===== src/ale_pkg.sv =====
/*
  Constants, register map and operation codes for the arithmetic/logic
  execution unit. Assumes a single 25 MHz core clock and an APB register bus.
*/
package ale_pkg;

  // ==========================================================================
  // register bus map (byte addresses, one 32-bit word each)
  localparam int          APB_AW        = 8;
  localparam logic [7:0]  ADDR_CTRL     = 8'h00;
  localparam logic [7:0]  ADDR_STATUS   = 8'h04;
  localparam logic [7:0]  ADDR_EVFLAG   = 8'h08;

  // ==========================================================================
  // field layouts and reset values
  localparam int          CTRL_EN_BIT   = 0;
  localparam logic        CTRL_EN_RST   = 1'b1;
  localparam int          FLG_W         = 6;
  localparam int          FLG_C         = 0;
  localparam int          FLG_Z         = 1;
  localparam int          FLG_N         = 2;
  localparam int          FLG_V         = 3;
  localparam int          FLG_S         = 4;
  localparam int          FLG_H         = 5;
  localparam logic [5:0]  FLG_RST       = 6'h00;
  localparam logic [7:0]  EVFLAG_RST    = 8'h00;
  localparam logic [31:0] RDATA_ZERO    = 32'h0000_0000;

  // ==========================================================================
  // data path widths and the low i/o range
  localparam int          BYTE_W        = 8;
  localparam int          WORD_W        = 16;
  localparam int          WIMM_W        = 6;
  localparam int          IO_AW         = 5;
  localparam int          IO_DEPTH      = 32;
  localparam logic [5:0]  IO_LOW_MAX    = 6'h1f;
  localparam logic [4:0]  IO_FLAG_ADDR  = 5'h1c;
  localparam int          SIGN_BIT      = 7;
  localparam int          HALF_BIT      = 3;

  // ==========================================================================
  // operations issued by the decoder
  typedef enum logic [3:0] {
    op_plus_reg_reg,
    op_plus_reg_reg_carry,
    op_word_plus_imm,
    op_minus_reg_reg,
    op_minus_reg_imm,
    op_minus_reg_reg_borrow,
    op_minus_reg_imm_borrow,
    op_word_minus_imm,
    op_bitwise_conj_reg,
    op_bitwise_conj_imm,
    op_io_bit_set,
    op_io_bit_clear,
    op_none
  } ale_op_e;

  typedef enum logic [1:0] {
    st_idle,
    st_word,
    st_io
  } ale_state_e;

endpackage : ale_pkg


===== src/ale_iomem.sv =====
/*
  Byte-wide storage for the low i/o register range.
  Assumes one clock; read data appear one edge after the address.
*/
`timescale 1ns/100ps
module ale_iomem
  import ale_pkg::*;
(
  input  wire logic                  ref_clk,
  input  wire logic                  sys_rst,
  input  wire logic                  wr_en,
  input  wire logic [IO_AW-1:0]      wr_addr,
  input  wire logic [BYTE_W-1:0]     wr_data,
  input  wire logic [IO_AW-1:0]      rd_addr,
  output logic      [BYTE_W-1:0]     rd_data
);
  import ale_pkg::*;

  logic [BYTE_W-1:0] mem [IO_DEPTH];

  // ==========================================================================
  // storage, no reset so it maps onto plain ram
  always_ff @(posedge ref_clk) begin
    if (wr_en) begin
      mem[wr_addr] <= wr_data;
    end
  end

  // ==========================================================================
  // registered read port
  always_ff @(posedge ref_clk) begin
    if (sys_rst) begin
      rd_data <= '0;
    end else begin
      rd_data <= mem[rd_addr];
    end
  end

endmodule : ale_iomem


===== src/ale_exec.sv =====
/*
  Execution unit for byte add/subtract/and, word add/subtract with a small
  constant, and read-modify-write bit set/clear in the low i/o range.
  Assumes the decoder and register file on the same clock supply operand
  values and take back the result; software reaches control over APB.
*/
// The register addresses and the APB register port were left to the implementer.
// Overview of operation
// [RQ1] add registers, optional carry; ZCNVH; one clock
// [RQ2] word plus constant; ZCNVS; two clocks
// [RQ3] subtract registers; ZCNVH; one clock
// [RQ4] subtract constant; ZCNVH; one clock
// [RQ5] subtract register and carry; ZCNVH; one clock
// [RQ6] subtract constant and carry; ZCNVH; one clock
// [RQ7] word minus constant; ZCNVS; two clocks
// [RQ8] and registers; ZNV only; one clock
// [RQ9] and constant; ZNV only; one clock
// [RQ10] bit ops rewrite the whole i/o byte
// [RQ11] bit ops reach addresses 0x00-0x1f only
// [RQ12] status flags clear on writing one; the code loads status from the write data
// [RQ13] software writes reserved bits as zero
// [RQ14] and-type ops clear overflow flag
`timescale 1ns/100ps
module ale_exec
  import ale_pkg::*;
(
  input  wire logic                  ref_clk,
  input  wire logic                  sys_rst,
  input  wire logic                  psel,
  input  wire logic                  penable,
  input  wire logic                  pwrite,
  input  wire logic [APB_AW-1:0]     paddr,
  input  wire logic [31:0]           pwdata,
  output logic      [31:0]           prdata,
  output logic                       pready,
  output logic                       pslverr,
  input  wire logic                  op_valid,
  input  wire ale_pkg::ale_op_e      op_code,
  input  wire logic [BYTE_W-1:0]     op_dest_val,
  input  wire logic [BYTE_W-1:0]     op_src_val,
  input  wire logic [BYTE_W-1:0]     op_imm,
  input  wire logic [WORD_W-1:0]     op_pair_val,
  input  wire logic [5:0]            op_io_addr,
  input  wire logic [2:0]            op_bit,
  output logic                       op_ready,
  output logic                       wb_valid,
  output logic      [BYTE_W-1:0]     wb_byte,
  output logic      [WORD_W-1:0]     wb_word,
  output logic                       wb_is_word,
  output logic      [FLG_W-1:0]      status_flags,
  output logic                       io_done,
  output logic                       io_reject,
  input  wire logic [BYTE_W-1:0]     io_event,
  output logic      [BYTE_W-1:0]     ev_flags
);
  import ale_pkg::*;

  ale_state_e           state;
  logic                 ctrl_en;
  logic                 accept;
  logic                 apb_wr;
  logic                 hit;
  logic                 word_sub;
  logic [WORD_W-1:0]    word_opnd;
  logic [WIMM_W-1:0]    word_k;
  logic [IO_AW-1:0]     io_addr;
  logic [2:0]           io_bit;
  logic                 io_set;
  logic [BYTE_W-1:0]    mem_rdata;
  logic [BYTE_W-1:0]    io_cur;
  logic [BYTE_W-1:0]    io_new;
  logic                 io_to_flag;
  logic [BYTE_W-1:0]    ev_clr;
  logic                 byte_op;
  logic [BYTE_W-1:0]    next_byte;
  logic [FLG_W-1:0]     next_flags;
  logic [WORD_W-1:0]    next_word;
  logic [FLG_W-1:0]     next_wflags;

  // ==========================================================================
  // handshakes
  assign op_ready = ctrl_en && (state == st_idle);
  assign accept   = op_valid && op_ready;
  assign apb_wr   = psel && penable && pwrite;
  assign hit      = (paddr == ADDR_CTRL) || (paddr == ADDR_STATUS) ||
                    (paddr == ADDR_EVFLAG);
  // zero wait states: every access completes in its first access cycle
  assign pready   = 1'b1;
  assign pslverr  = psel && penable && !hit;

  // ==========================================================================
  // byte alu, evaluated on the issue cycle
  always_comb begin
    logic [BYTE_W-1:0] a;
    logic [BYTE_W-1:0] b;
    logic [BYTE_W-1:0] r;
    logic              cin;
    logic              cout;
    a          = op_dest_val;
    b          = op_src_val;
    r          = '0;
    cin        = 1'b0;
    cout       = 1'b0;
    byte_op    = 1'b1;
    next_flags = status_flags;
    case (op_code)
      op_plus_reg_reg, op_plus_reg_reg_carry: begin
        // [RQ1] sum with optional carry in
        cin       = (op_code == op_plus_reg_reg_carry) ? status_flags[FLG_C] : 1'b0;
        {cout, r} = 9'(a) + 9'(b) + 9'(cin);
        next_flags[FLG_C] = cout;
        next_flags[FLG_H] = (a[HALF_BIT] & b[HALF_BIT]) | (b[HALF_BIT] & ~r[HALF_BIT]) |
                            (~r[HALF_BIT] & a[HALF_BIT]);
        next_flags[FLG_V] = (a[SIGN_BIT] & b[SIGN_BIT] & ~r[SIGN_BIT]) |
                            (~a[SIGN_BIT] & ~b[SIGN_BIT] & r[SIGN_BIT]);
      end
      op_minus_reg_reg, op_minus_reg_imm, op_minus_reg_reg_borrow,
      op_minus_reg_imm_borrow: begin
        // [RQ3] [RQ4] register or constant subtrahend
        if ((op_code == op_minus_reg_imm) || (op_code == op_minus_reg_imm_borrow)) begin
          b = op_imm;
        end
        // [RQ5] [RQ6] carry acts as borrow in
        if ((op_code == op_minus_reg_reg_borrow) || (op_code == op_minus_reg_imm_borrow)) begin
          cin = status_flags[FLG_C];
        end
        r = a - b - BYTE_W'(cin);
        next_flags[FLG_C] = (~a[SIGN_BIT] & b[SIGN_BIT]) | (b[SIGN_BIT] & r[SIGN_BIT]) |
                            (r[SIGN_BIT] & ~a[SIGN_BIT]);
        next_flags[FLG_H] = (~a[HALF_BIT] & b[HALF_BIT]) | (b[HALF_BIT] & r[HALF_BIT]) |
                            (r[HALF_BIT] & ~a[HALF_BIT]);
        next_flags[FLG_V] = (a[SIGN_BIT] & ~b[SIGN_BIT] & ~r[SIGN_BIT]) |
                            (~a[SIGN_BIT] & b[SIGN_BIT] & r[SIGN_BIT]);
      end
      op_bitwise_conj_reg, op_bitwise_conj_imm: begin
        // [RQ8] [RQ9] carry and half-carry left alone
        if (op_code == op_bitwise_conj_imm) begin
          b = op_imm;
        end
        r = a & b;
        // [RQ14] overflow forced low
        next_flags[FLG_V] = 1'b0;
      end
      default: begin
        byte_op = 1'b0;
      end
    endcase
    if (byte_op) begin
      next_flags[FLG_Z] = (r == '0);
      next_flags[FLG_N] = r[SIGN_BIT];
    end
    next_byte = r;
  end

  // ==========================================================================
  // word alu, evaluated in the second cycle from latched operands
  always_comb begin
    logic p15;
    logic r15;
    p15         = word_opnd[WORD_W-1];
    r15         = 1'b0;
    next_wflags = status_flags;
    if (word_sub) begin
      next_word = word_opnd - WORD_W'(word_k);
    end else begin
      next_word = word_opnd + WORD_W'(word_k);
    end
    r15 = next_word[WORD_W-1];
    // [RQ2] [RQ7] word flags, half-carry untouched
    next_wflags[FLG_V] = word_sub ? (p15 & ~r15) : (~p15 & r15);
    next_wflags[FLG_C] = word_sub ? (r15 & ~p15) : (~r15 & p15);
    next_wflags[FLG_N] = r15;
    next_wflags[FLG_Z] = (next_word == '0);
    next_wflags[FLG_S] = r15 ^ next_wflags[FLG_V];
  end

  // ==========================================================================
  // sequencing
  always_ff @(posedge ref_clk) begin
    if (sys_rst) begin
      state <= st_idle;
    end else begin
      case (state)
        st_idle: begin
          if (accept && ((op_code == op_word_plus_imm) || (op_code == op_word_minus_imm))) begin
            // [RQ2] [RQ7] second clock for the word ops
            state <= st_word;
          end else if (accept && ((op_code == op_io_bit_set) || (op_code == op_io_bit_clear)) &&
                       (op_io_addr <= IO_LOW_MAX)) begin
            state <= st_io;
          end
        end
        st_word: begin
          state <= st_idle;
        end
        st_io: begin
          state <= st_idle;
        end
        default: begin
          state <= st_idle;
        end
      endcase
    end
  end

  // ==========================================================================
  // operand capture for multi-cycle ops
  always_ff @(posedge ref_clk) begin
    if (sys_rst) begin
      word_sub  <= 1'b0;
      word_opnd <= '0;
      word_k    <= '0;
      io_addr   <= '0;
      io_bit    <= '0;
      io_set    <= 1'b0;
    end else if (accept) begin
      word_sub  <= (op_code == op_word_minus_imm);
      word_opnd <= op_pair_val;
      word_k    <= op_imm[WIMM_W-1:0];
      io_addr   <= op_io_addr[IO_AW-1:0];
      io_bit    <= op_bit;
      io_set    <= (op_code == op_io_bit_set);
    end
  end

  // ==========================================================================
  // write-back to the register file
  always_ff @(posedge ref_clk) begin
    if (sys_rst) begin
      wb_valid   <= 1'b0;
      wb_byte    <= '0;
      wb_word    <= '0;
      wb_is_word <= 1'b0;
    end else begin
      wb_valid   <= 1'b0;
      wb_is_word <= 1'b0;
      if (accept && byte_op) begin
        // [RQ1] [RQ3] [RQ8] single-clock result
        wb_valid <= 1'b1;
        wb_byte  <= next_byte;
      end else if (state == st_word) begin
        // [RQ2] [RQ7] pair written back whole
        wb_valid   <= 1'b1;
        wb_is_word <= 1'b1;
        wb_word    <= next_word;
      end
    end
  end

  // ==========================================================================
  // status flags; the alu update beats a same-cycle bus write
  always_ff @(posedge ref_clk) begin
    if (sys_rst) begin
      status_flags <= FLG_RST;
    end else if (accept && byte_op) begin
      status_flags <= next_flags;
    end else if (state == st_word) begin
      status_flags <= next_wflags;
    end else if (apb_wr && (paddr == ADDR_STATUS)) begin
      status_flags <= pwdata[FLG_W-1:0];
    end
  end

  // ==========================================================================
  // control register
  always_ff @(posedge ref_clk) begin
    if (sys_rst) begin
      ctrl_en <= CTRL_EN_RST;
    end else if (apb_wr && (paddr == ADDR_CTRL)) begin
      ctrl_en <= pwdata[CTRL_EN_BIT];
    end
  end

  // ==========================================================================
  // i/o read-modify-write
  ale_iomem u_iomem (
    .ref_clk (ref_clk),
    .sys_rst (sys_rst),
    .wr_en   ((state == st_io) && !io_to_flag),
    .wr_addr (io_addr),
    .wr_data (io_new),
    .rd_addr (op_io_addr[IO_AW-1:0]),
    .rd_data (mem_rdata)
  );

  assign io_to_flag = (io_addr == IO_FLAG_ADDR);
  assign io_cur     = io_to_flag ? ev_flags : mem_rdata;

  // [RQ10] whole byte rewritten, set flags echo back as ones
  always_comb begin
    io_new = io_cur;
    io_new[io_bit] = io_set;
  end

  always_ff @(posedge ref_clk) begin
    if (sys_rst) begin
      io_done   <= 1'b0;
      io_reject <= 1'b0;
    end else begin
      io_done   <= (state == st_io);
      // [RQ11] upper addresses never touched
      io_reject <= accept && ((op_code == op_io_bit_set) || (op_code == op_io_bit_clear)) &&
                   (op_io_addr > IO_LOW_MAX);
    end
  end

  // ==========================================================================
  // write-one-to-clear event flags
  always_comb begin
    ev_clr = '0;
    if (apb_wr && (paddr == ADDR_EVFLAG)) begin
      ev_clr = ev_clr | pwdata[BYTE_W-1:0];
    end
    if ((state == st_io) && io_to_flag) begin
      ev_clr = ev_clr | io_new;
    end
  end

  genvar gi;
  generate
    for (gi = 0; gi < BYTE_W; gi++) begin : g_evflag
      // [RQ12] one clears, zero keeps; a new event beats the clear
      always_ff @(posedge ref_clk) begin
        if (sys_rst) begin
          ev_flags[gi] <= EVFLAG_RST[gi];
        end else if (io_event[gi]) begin
          ev_flags[gi] <= 1'b1;
        end else if (ev_clr[gi]) begin
          ev_flags[gi] <= 1'b0;
        end
      end
    end
  endgenerate

  // ==========================================================================
  // read data, captured in the setup cycle
  always_ff @(posedge ref_clk) begin
    if (sys_rst) begin
      prdata <= RDATA_ZERO;
    end else if (psel && !penable && !pwrite) begin
      // [RQ13] reserved bits read as zero
      case (paddr)
        ADDR_CTRL:   prdata <= {31'h0, ctrl_en};
        ADDR_STATUS: prdata <= {26'h0, status_flags};
        ADDR_EVFLAG: prdata <= {24'h0, ev_flags};
        default:     prdata <= RDATA_ZERO;
      endcase
    end
  end

endmodule : ale_exec


===== config.mk =====
export PLATFORM = sky130hd
export DESIGN_NAME = ale_exec
export DESIGN_NICKNAME = d
export VERILOG_FILES = /design/src/ale_pkg.sv /design/src/ale_iomem.sv /design/src/ale_exec.sv
export SDC_FILE = /design/constraint.sdc
export NUM_CORES = 1
export LEC_CHECK = 0
export ABC_AREA = 0
export BUFFER_PORTS_ARGS = -buffer_cell sky130_fd_sc_hd__buf_4
export CORE_UTILIZATION = 51
export DETAILED_ROUTE_END_ITERATION = 7
export PLACE_DENSITY = 0.85
export SLEW_MARGIN = 20
export SYNTH_ARGS = -nofsm -noshare
export SYNTH_HDL_FRONTEND = slang
export SYNTH_SLANG_ARGS = --single-unit
export TNS_END_PERCENT = 20

===== constraint.sdc =====
create_clock -name ref_clk -period 3.5 [get_ports ref_clk]
set_input_delay 0.175 -clock ref_clk [delete_from_list [all_inputs] [get_ports ref_clk]]
set_output_delay 0.175 -clock ref_clk [all_outputs]
set_load 0.005 [all_outputs]

**Word-level counts from Yosys, hierarchy flattened**

Memories as Yosys holds them, arrays and structs flattened. A register that Yosys moved wholly into a read port is not among the register bits.
Index checks and enable logic that the tools add are counted.

- Memory bits (writable): 256
- Output and inout port bits: 77
- Bits in registers: 109
- Input bits: 107
- Memories: 1
- Bits in read-only memories: 0
- Word-level logic and storage cells: 206
- Bits in latches: 0

- Reductions and logical operators: 58
- Multiply operators: 0
- Mux-type cells: 48
- Add/subtract/negate cells: 6
- Shift operators: 0
- Equal/unequal tests: 20
- Order comparisons: 4
- Div/mod/pow operators: 0
- Bitwise gates (word level): 40

Memory list:

| name | depth | width | read ports | clocked after Yosys merged registers in | wr ports | line | source |
|---|---|---|---|---|---|---|---|
| u_iomem.mem | 32 | 8 | 1 | 1 | 1 | ale_iomem.sv:19 | `logic [BYTE_W-1:0] mem [IO_DEPTH];` |

Operator list:

| cell | number |
|---|---|
| $mux 8 | 7 |
| $pmux 8 s3 | 2 |
| $mux 1 | 29 |
| $reduce_bool 2->1 | 11 |
| $and 1x1->1 | 18 |
| $logic_and 1x1->1 | 18 |
| $mux 6 | 3 |
| $add 16x6->16 | 1 |
| $eq 4x3->1 const B | 4 |
| $eq 4x4->1 const B | 4 |
| $logic_not 16->1 | 1 |
| $logic_not 8->1 | 2 |
| $mux 16 | 1 |
| $sub 16x6->16 | 1 |
| $not 1->1 | 11 |
| $reduce_and 2->1 | 5 |
| $add 8x8->9 | 1 |
| $add 9x1->9 | 1 |
| $and 8x8->8 | 1 |
| $bwmux 8 | 1 |
| $eq 4x2->1 const B | 2 |
| $eq 8x3->1 const B | 1 |
| $eq 8x4->1 const B | 1 |
| $or 1x1->1 | 8 |
| 29 further kinds | 42 |

**Longest topological paths before layout**

- Depth in word-level cells: 11
- Mapped depth: 16
- Gate-level depth less buffers: 14

**By module**

A second synthesis with hierarchy kept.

- Cell total of the unflattened synthesis: 1253
- Area total of the unflattened synthesis: 16387.0 µm²

Modules (own cells, without submodules):

| module | area each (µm²) | cells each | instances | sequential area each (µm²) |
|---|---|---|---|---|
| ale_iomem | 10387.5 | 472 | 1 | 7847.5 |
| ale_exec | 5999.5 | 781 | 1 | 1701.6 |

**Worst setup path before layout**

Ideal clock, no wire load.

- Kind: input -> register
- Start: input op_code[2]
- End: register status_flags[1]
- Setup time: 0.096 ns
- Data required time: 3.404 ns
- Path buffers: 2
- Data arrival time: 3.748 ns
- Path slack: -0.343 ns
- Stages: 15
- Cells stage by stage: clkbuf_1 nor2b_1 nor2b_1 clkbuf_1 mux2_2 fa_1 fa_1 a21boi_0 nor4_1 nor3_1 xor2_1 a221o_1 nor4_1 o21ai_0 o41ai_2

- Cells in the longest elaborated chain, start to end: 10
- Elaborated cells on any way between the ends: 34
- Those cells by class: 3 x add/sub; 8 x eq/ne; 11 x mux; 1 x bitwise; 11 x reduce/logical

RTL lines:

| what | line | source |
|---|---|---|
| from (decl) | ale_exec.sv:38 | `input wire ale_pkg::ale_op_e op_code,` |
| $eq 4x3->1 (on tied branches) | ale_exec.sv:106, ale_exec.sv:120, ale_exec.sv:124 |  |
| $logic_or 1x1->1 | ale_exec.sv:120 | `if ((op_code == op_minus_reg_imm) \|\| (op_code == op_minus_reg_imm_borrow)) begin` |
| $mux 8 | ale_exec.sv:120 |  |
| $mux 8 | ale_exec.sv:106 | `case (op_code)` |
| $sub 8x8->8 | ale_exec.sv:127 | `r = a - b - BYTE_W'(cin);` |
| $sub 8x1->8 | ale_exec.sv:127 |  |
| $pmux 8 s3 | ale_exec.sv:106 |  |
| $logic_not 8->1 | ale_exec.sv:149 | `next_flags[FLG_Z] = (r == '0);` |
| $mux 2 | ale_exec.sv:148 | `if (byte_op) begin` |
| $mux 6 | ale_exec.sv:255 | `end else if (accept && byte_op) begin` |
| to (signal assigned) | ale_exec.sv:256 | `status_flags <= next_flags;` |
| to (signal assigned) | ale_exec.sv:258 | `status_flags <= next_wflags;` |
| to (signal assigned) | ale_exec.sv:260 | `status_flags <= pwdata[FLG_W-1:0];` |
| to (decl) | ale_exec.sv:50 | `output logic [FLG_W-1:0] status_flags,` |

Several ways; a longest one is shown, not always the timed one. The select of a mux whose other input is x is not followed.
A chain may end at the register's enable or synchronous reset.

**Worst setup path after layout**

- Start: register word_k[4]
- End: register status_flags[1]

- Cells in the longest elaborated chain, start to end: 5
- Elaborated cells on any way between the ends: 6
- Those cells by class: 2 x add/sub; 3 x mux; 1 x reduce/logical

RTL lines:

| what | line | source |
|---|---|---|
| from (decl) | ale_exec.sv:65 | `logic [WIMM_W-1:0] word_k;` |
| from (signal assigned) | ale_exec.sv:219 | `word_k <= op_imm[WIMM_W-1:0];` |
| $add 16x6->16 or $sub 16x6->16 (tied branches) | ale_exec.sv:166, ale_exec.sv:164 |  |
| $mux 16 * | ale_exec.sv:163 | `if (word_sub) begin` |
| $logic_not 16->1 * | ale_exec.sv:173 | `next_wflags[FLG_Z] = (next_word == '0);` |
| $mux 6 * | ale_exec.sv:257 | `end else if (state == st_word) begin` |
| $mux 6 * | ale_exec.sv:255 |  |

Mark *: on every way between the ends. The rest lies on a longest branch, timed or not. The select of a mux whose other input is x is not followed.

==> impl_metrics.tcl <==
set metrics [dict create \
    crit_family "simple AND/OR/NAND/NOR gates" \
    clk_path_buf_depth 3 \
    start_util 0.5204 \
    cts_max_level 2 \
    dpl-instance-area_sq_um 17680 \
    cp_max_fo 5 \
    skew_ns 0.01850 \
    die_width_um 178.9 \
    cpPeakStageDelay_ns 0.43 \
    post-route-util 0.6332 \
    ios 184 \
    final_common_cell "edfxtp_1" \
    nets 1579 \
    seqCellArea_sq_um 9549 \
    critPathKind "reg -> reg" \
    hold_viol 0 \
    multi_input_area_sq_um 6116 \
    relSlewSlack 0.3386 \
    status "finished, final reports clean" \
    grtUsageTotal 0.2679 \
    vias 11180 \
    postRouteAntennaNets 0 \
    synth-edff-count 256 \
    dr.pass1.iters 6 \
    fin_crit_ns 3.465 \
    yosys_warnings 0 \
    worstPathArrival_ns 3.89 \
    synthesis.area_per_instance_sq_um 13.32 \
    drive_gt1_frac 0.2672 \
    max_slew.worst_pin.slew_ns 0.9921 \
    cts_buffers 35 \
    syn_inst 1198 \
    syn_to_final_growth_pct 21.69 \
    ys_seq_elements 349 \
    finalWirelength_um 42720 \
    final-max-slew-violation-count 0 \
    ys_async_sr_fraction 0 \
    clock_latency_ns 0.53 \
    grt.overflow.total 0 \
    cts_tree "built" \
    post-route-period-util 0.9901 \
    antenna_found_initial 0 \
    dpl.hpwl_um 28040 \
    syn_area_sq_um 15960 \
    fmax_ghz 0.2886 \
    drt-vias-per-instance 6.044 \
    layout_common_cells "edfxtp_1, buf_4, nand2_1" \
    critical_path.cell_chain "nor3_2 -> and3_4 -> ha_1 -> mux2i_1 -> ha_1 -> a21oi_2 -> nand2_1 -> a211oi_2 -> buf_4 -> xor2_2 -> nand2_1 -> or4_1 -> or4_4 -> o41ai_2" \
    drt_iter0_markers 1045 \
    fp-row-count 64 \
    cp-end-kind "register" \
    routedWlPerCell_um 23.10 \
    grt_max_degree 92 \
    leakage_nw 7.243 \
    die-area_sq_um 32000 \
    hold_path_class "in -> reg" \
    port_buffers 134 \
    powerDensity_nw_per_um2 507.6 \
    maxCapViolCount 0 \
    critical_path_required_ns 3.93 \
    hold-worst-slack_ns 0.01878 \
    yosysSeqAreaShare 0.5984 \
    die_h_um 178.9 \
    path_clk_slew_ns 0.06 \
    yosysUniqueCellTypes 64 \
    place_ws_ns -0.1684 \
    synth_ff_type "edfxtp_1" \
    route.detailed.drc 0 \
    rsz0062_at_grt "yes" \
    finalSetupViolCount 0 \
    setup_ws_ns 0.03462 \
    clock-root-buffer "clkbuf_16" \
    grt_pass1_wl_um 63710 \
    start_kind "register" \
    design_area_sq_um 19420 \
    gp_congestion 0.9070 \
    clock-sinks 349 \
    core_sq_um 30670 \
    cp_slowest_cell "or4_4" \
    grt_pass1_vias 10910 \
    irDropWorstVdd_v 0.0003399 \
    n_fill_cell 2130 \
    critPathBufInv 1 \
]
## through the flow
step	cells	setup TNS (ns)	power, mW
2_1_floorplan	1229	-0.09596	5.470
3_5_place_dp	1741	-0.4235	5.958
6_report	1849	0	9.859
3_3_place_gp	1741	-0.1485	5.918
4_1_cts	1845	-0.007586	9.812
5_1_grt	1848	-0.1742	10.15
## layer usage
layer / global-route usage / up-vias / routed length [um]
li1: - / 4913 / -
met1: 0.3449 / 5454 / 16360
met2: 0.4511 / 696 / 20820
met3: 0.04474 / 112 / 3840
met4: 0.1073 / 0 / 1701
met5: 0 / - / 0
## path summary, 6_finish.rpt
path	from	to	slack (ns)	cells past startpoint
max	word_k[4]	status_flags[1]	0.03	14
max reg2reg	word_k[4]	status_flags[1]	0.03	14
min reg2reg	wb_byte[6]	wb_byte[6]	0.46	2
min	op_code[1]	word_sub	0.02	3
## worst reg2reg max path, cell delays in order (launching register included)
cell and delay (ns):
dfxtp_1 0.32, nor3_2 0.22, and3_4 0.22, ha_1 0.22, mux2i_1 0.16, ha_1 0.31, a21oi_2 0.15, nand2_1 0.09
a211oi_2 0.22, buf_4 0.16, xor2_2 0.18, nand2_1 0.08, or4_1 0.40, or4_4 0.43, o41ai_2 0.20
## cell type report
| type | count | share of cell area |
|---|---|---|
| Antenna cell | 1 | 0.0001288 |
| Clock buffer | 47 | 0.04851 |
| Clock inverter | 15 | 0.01231 |
| Inverter | 34 | 0.006571 |
| Multi-Input combinational cell | 763 | 0.3149 |
| Sequential cell | 349 | 0.4917 |
| Tap cell | 396 | 0.02551 |
| Timing Repair Buffer | 244 | 0.1004 |
## where the power goes
group	total (mW)	leakage (nW)	internal, mW	switching [mW]
sequential	4.60	3.11	4.54	0.0618
combinational	1.39	3.57	0.639	0.753
clock	3.86	0.565	2.29	1.58
## kinds of logic after synthesis
| logic type | Yosys count | synth area share |
|---|---|---|
| and+or+nand+nor | 350 | 0.09894 |
| buffers and inverters | 117 | 0.03418 |
| xor gates and xnor gates | 28 | 0.01537 |
| other | 2 | 0.0004706 |
| muxes | 123 | 0.1412 |
| DFF | 349 | 0.5984 |
| AOI/OAI and AO/OA | 184 | 0.07338 |
| adders and majority gates | 45 | 0.03810 |
## synth_stat cells, types with 3 or more instances
| cell type | number | area, sq um |
|---|---|---|
| nand2b_1 | 6 | 37.54 |
| or3b_2 | 4 | 35.03 |
| or4_1 | 3 | 22.52 |
| mux2i_1 | 26 | 260.3 |
| a21oi_1 | 78 | 390.4 |
| and2_1 | 4 | 25.02 |
| buf_1 | 12 | 45.04 |
| mux4_2 | 80 | 1802 |
| a32oi_1 | 3 | 26.28 |
| buf_4 | 26 | 195.2 |
| edfxtp_1 | 256 | 7687 |
| o21ai_0 | 18 | 90.09 |
| o41ai_1 | 3 | 26.28 |
| a21o_1 | 10 | 75.07 |
| inv_1 | 34 | 127.6 |
| nand3_1 | 10 | 50.05 |
| a31oi_1 | 12 | 75.07 |
| xor2_1 | 13 | 113.9 |
| dfxtp_1 | 93 | 1862 |
| a31o_2 | 4 | 35.03 |
| o21a_1 | 11 | 82.58 |
| nand4_1 | 3 | 18.77 |
| nor2_1 | 120 | 450.4 |
| or3_1 | 4 | 25.02 |
| clkbuf_1 | 43 | 161.4 |
| nand2_1 | 126 | 473.0 |
| mux2_2 | 17 | 191.4 |
| fa_1 | 6 | 120.1 |
| nor3_1 | 25 | 125.1 |
| nor4b_1 | 3 | 26.28 |
| nand3b_1 | 7 | 52.55 |
| and3_1 | 11 | 68.82 |
| nor2b_1 | 7 | 43.79 |
| a22oi_1 | 5 | 37.54 |
| nor3b_1 | 4 | 30.03 |
| nor4_1 | 7 | 43.79 |
| o21ai_1 | 3 | 15.01 |
| ha_1 | 39 | 488.0 |
| a211oi_1 | 15 | 112.6 |
| xnor2_1 | 15 | 131.4 |
## sequential cells by signal (all words and copies together), names as in the netlist
name,count
wb_word,16
state,2
io_done,1
u_iomem.rd_data,8
wb_is_word,1
io_bit,3
ev_flags,8
wb_byte,8
word_opnd,16
word_sub,1
io_set,1
io_addr,5
word_k,6
u_iomem.mem,256
status_flags,6
ctrl_en,1
prdata,8
io_reject,1
wb_valid,1
## repair_timing
| item | in CTS | in global routing |
|---|---|---|
| setup buffers | 0 | 3 |
| pin swaps | 1 | 11 |
| hold buffers | 42 | 0 |
| resized for setup | 2 | 22 |
| endpoints found under the hold margin | 39 | 0 |
| setup endpoints to repair | 2 | 6 |
No activity file was read; power rests on OpenSTA's default activity.
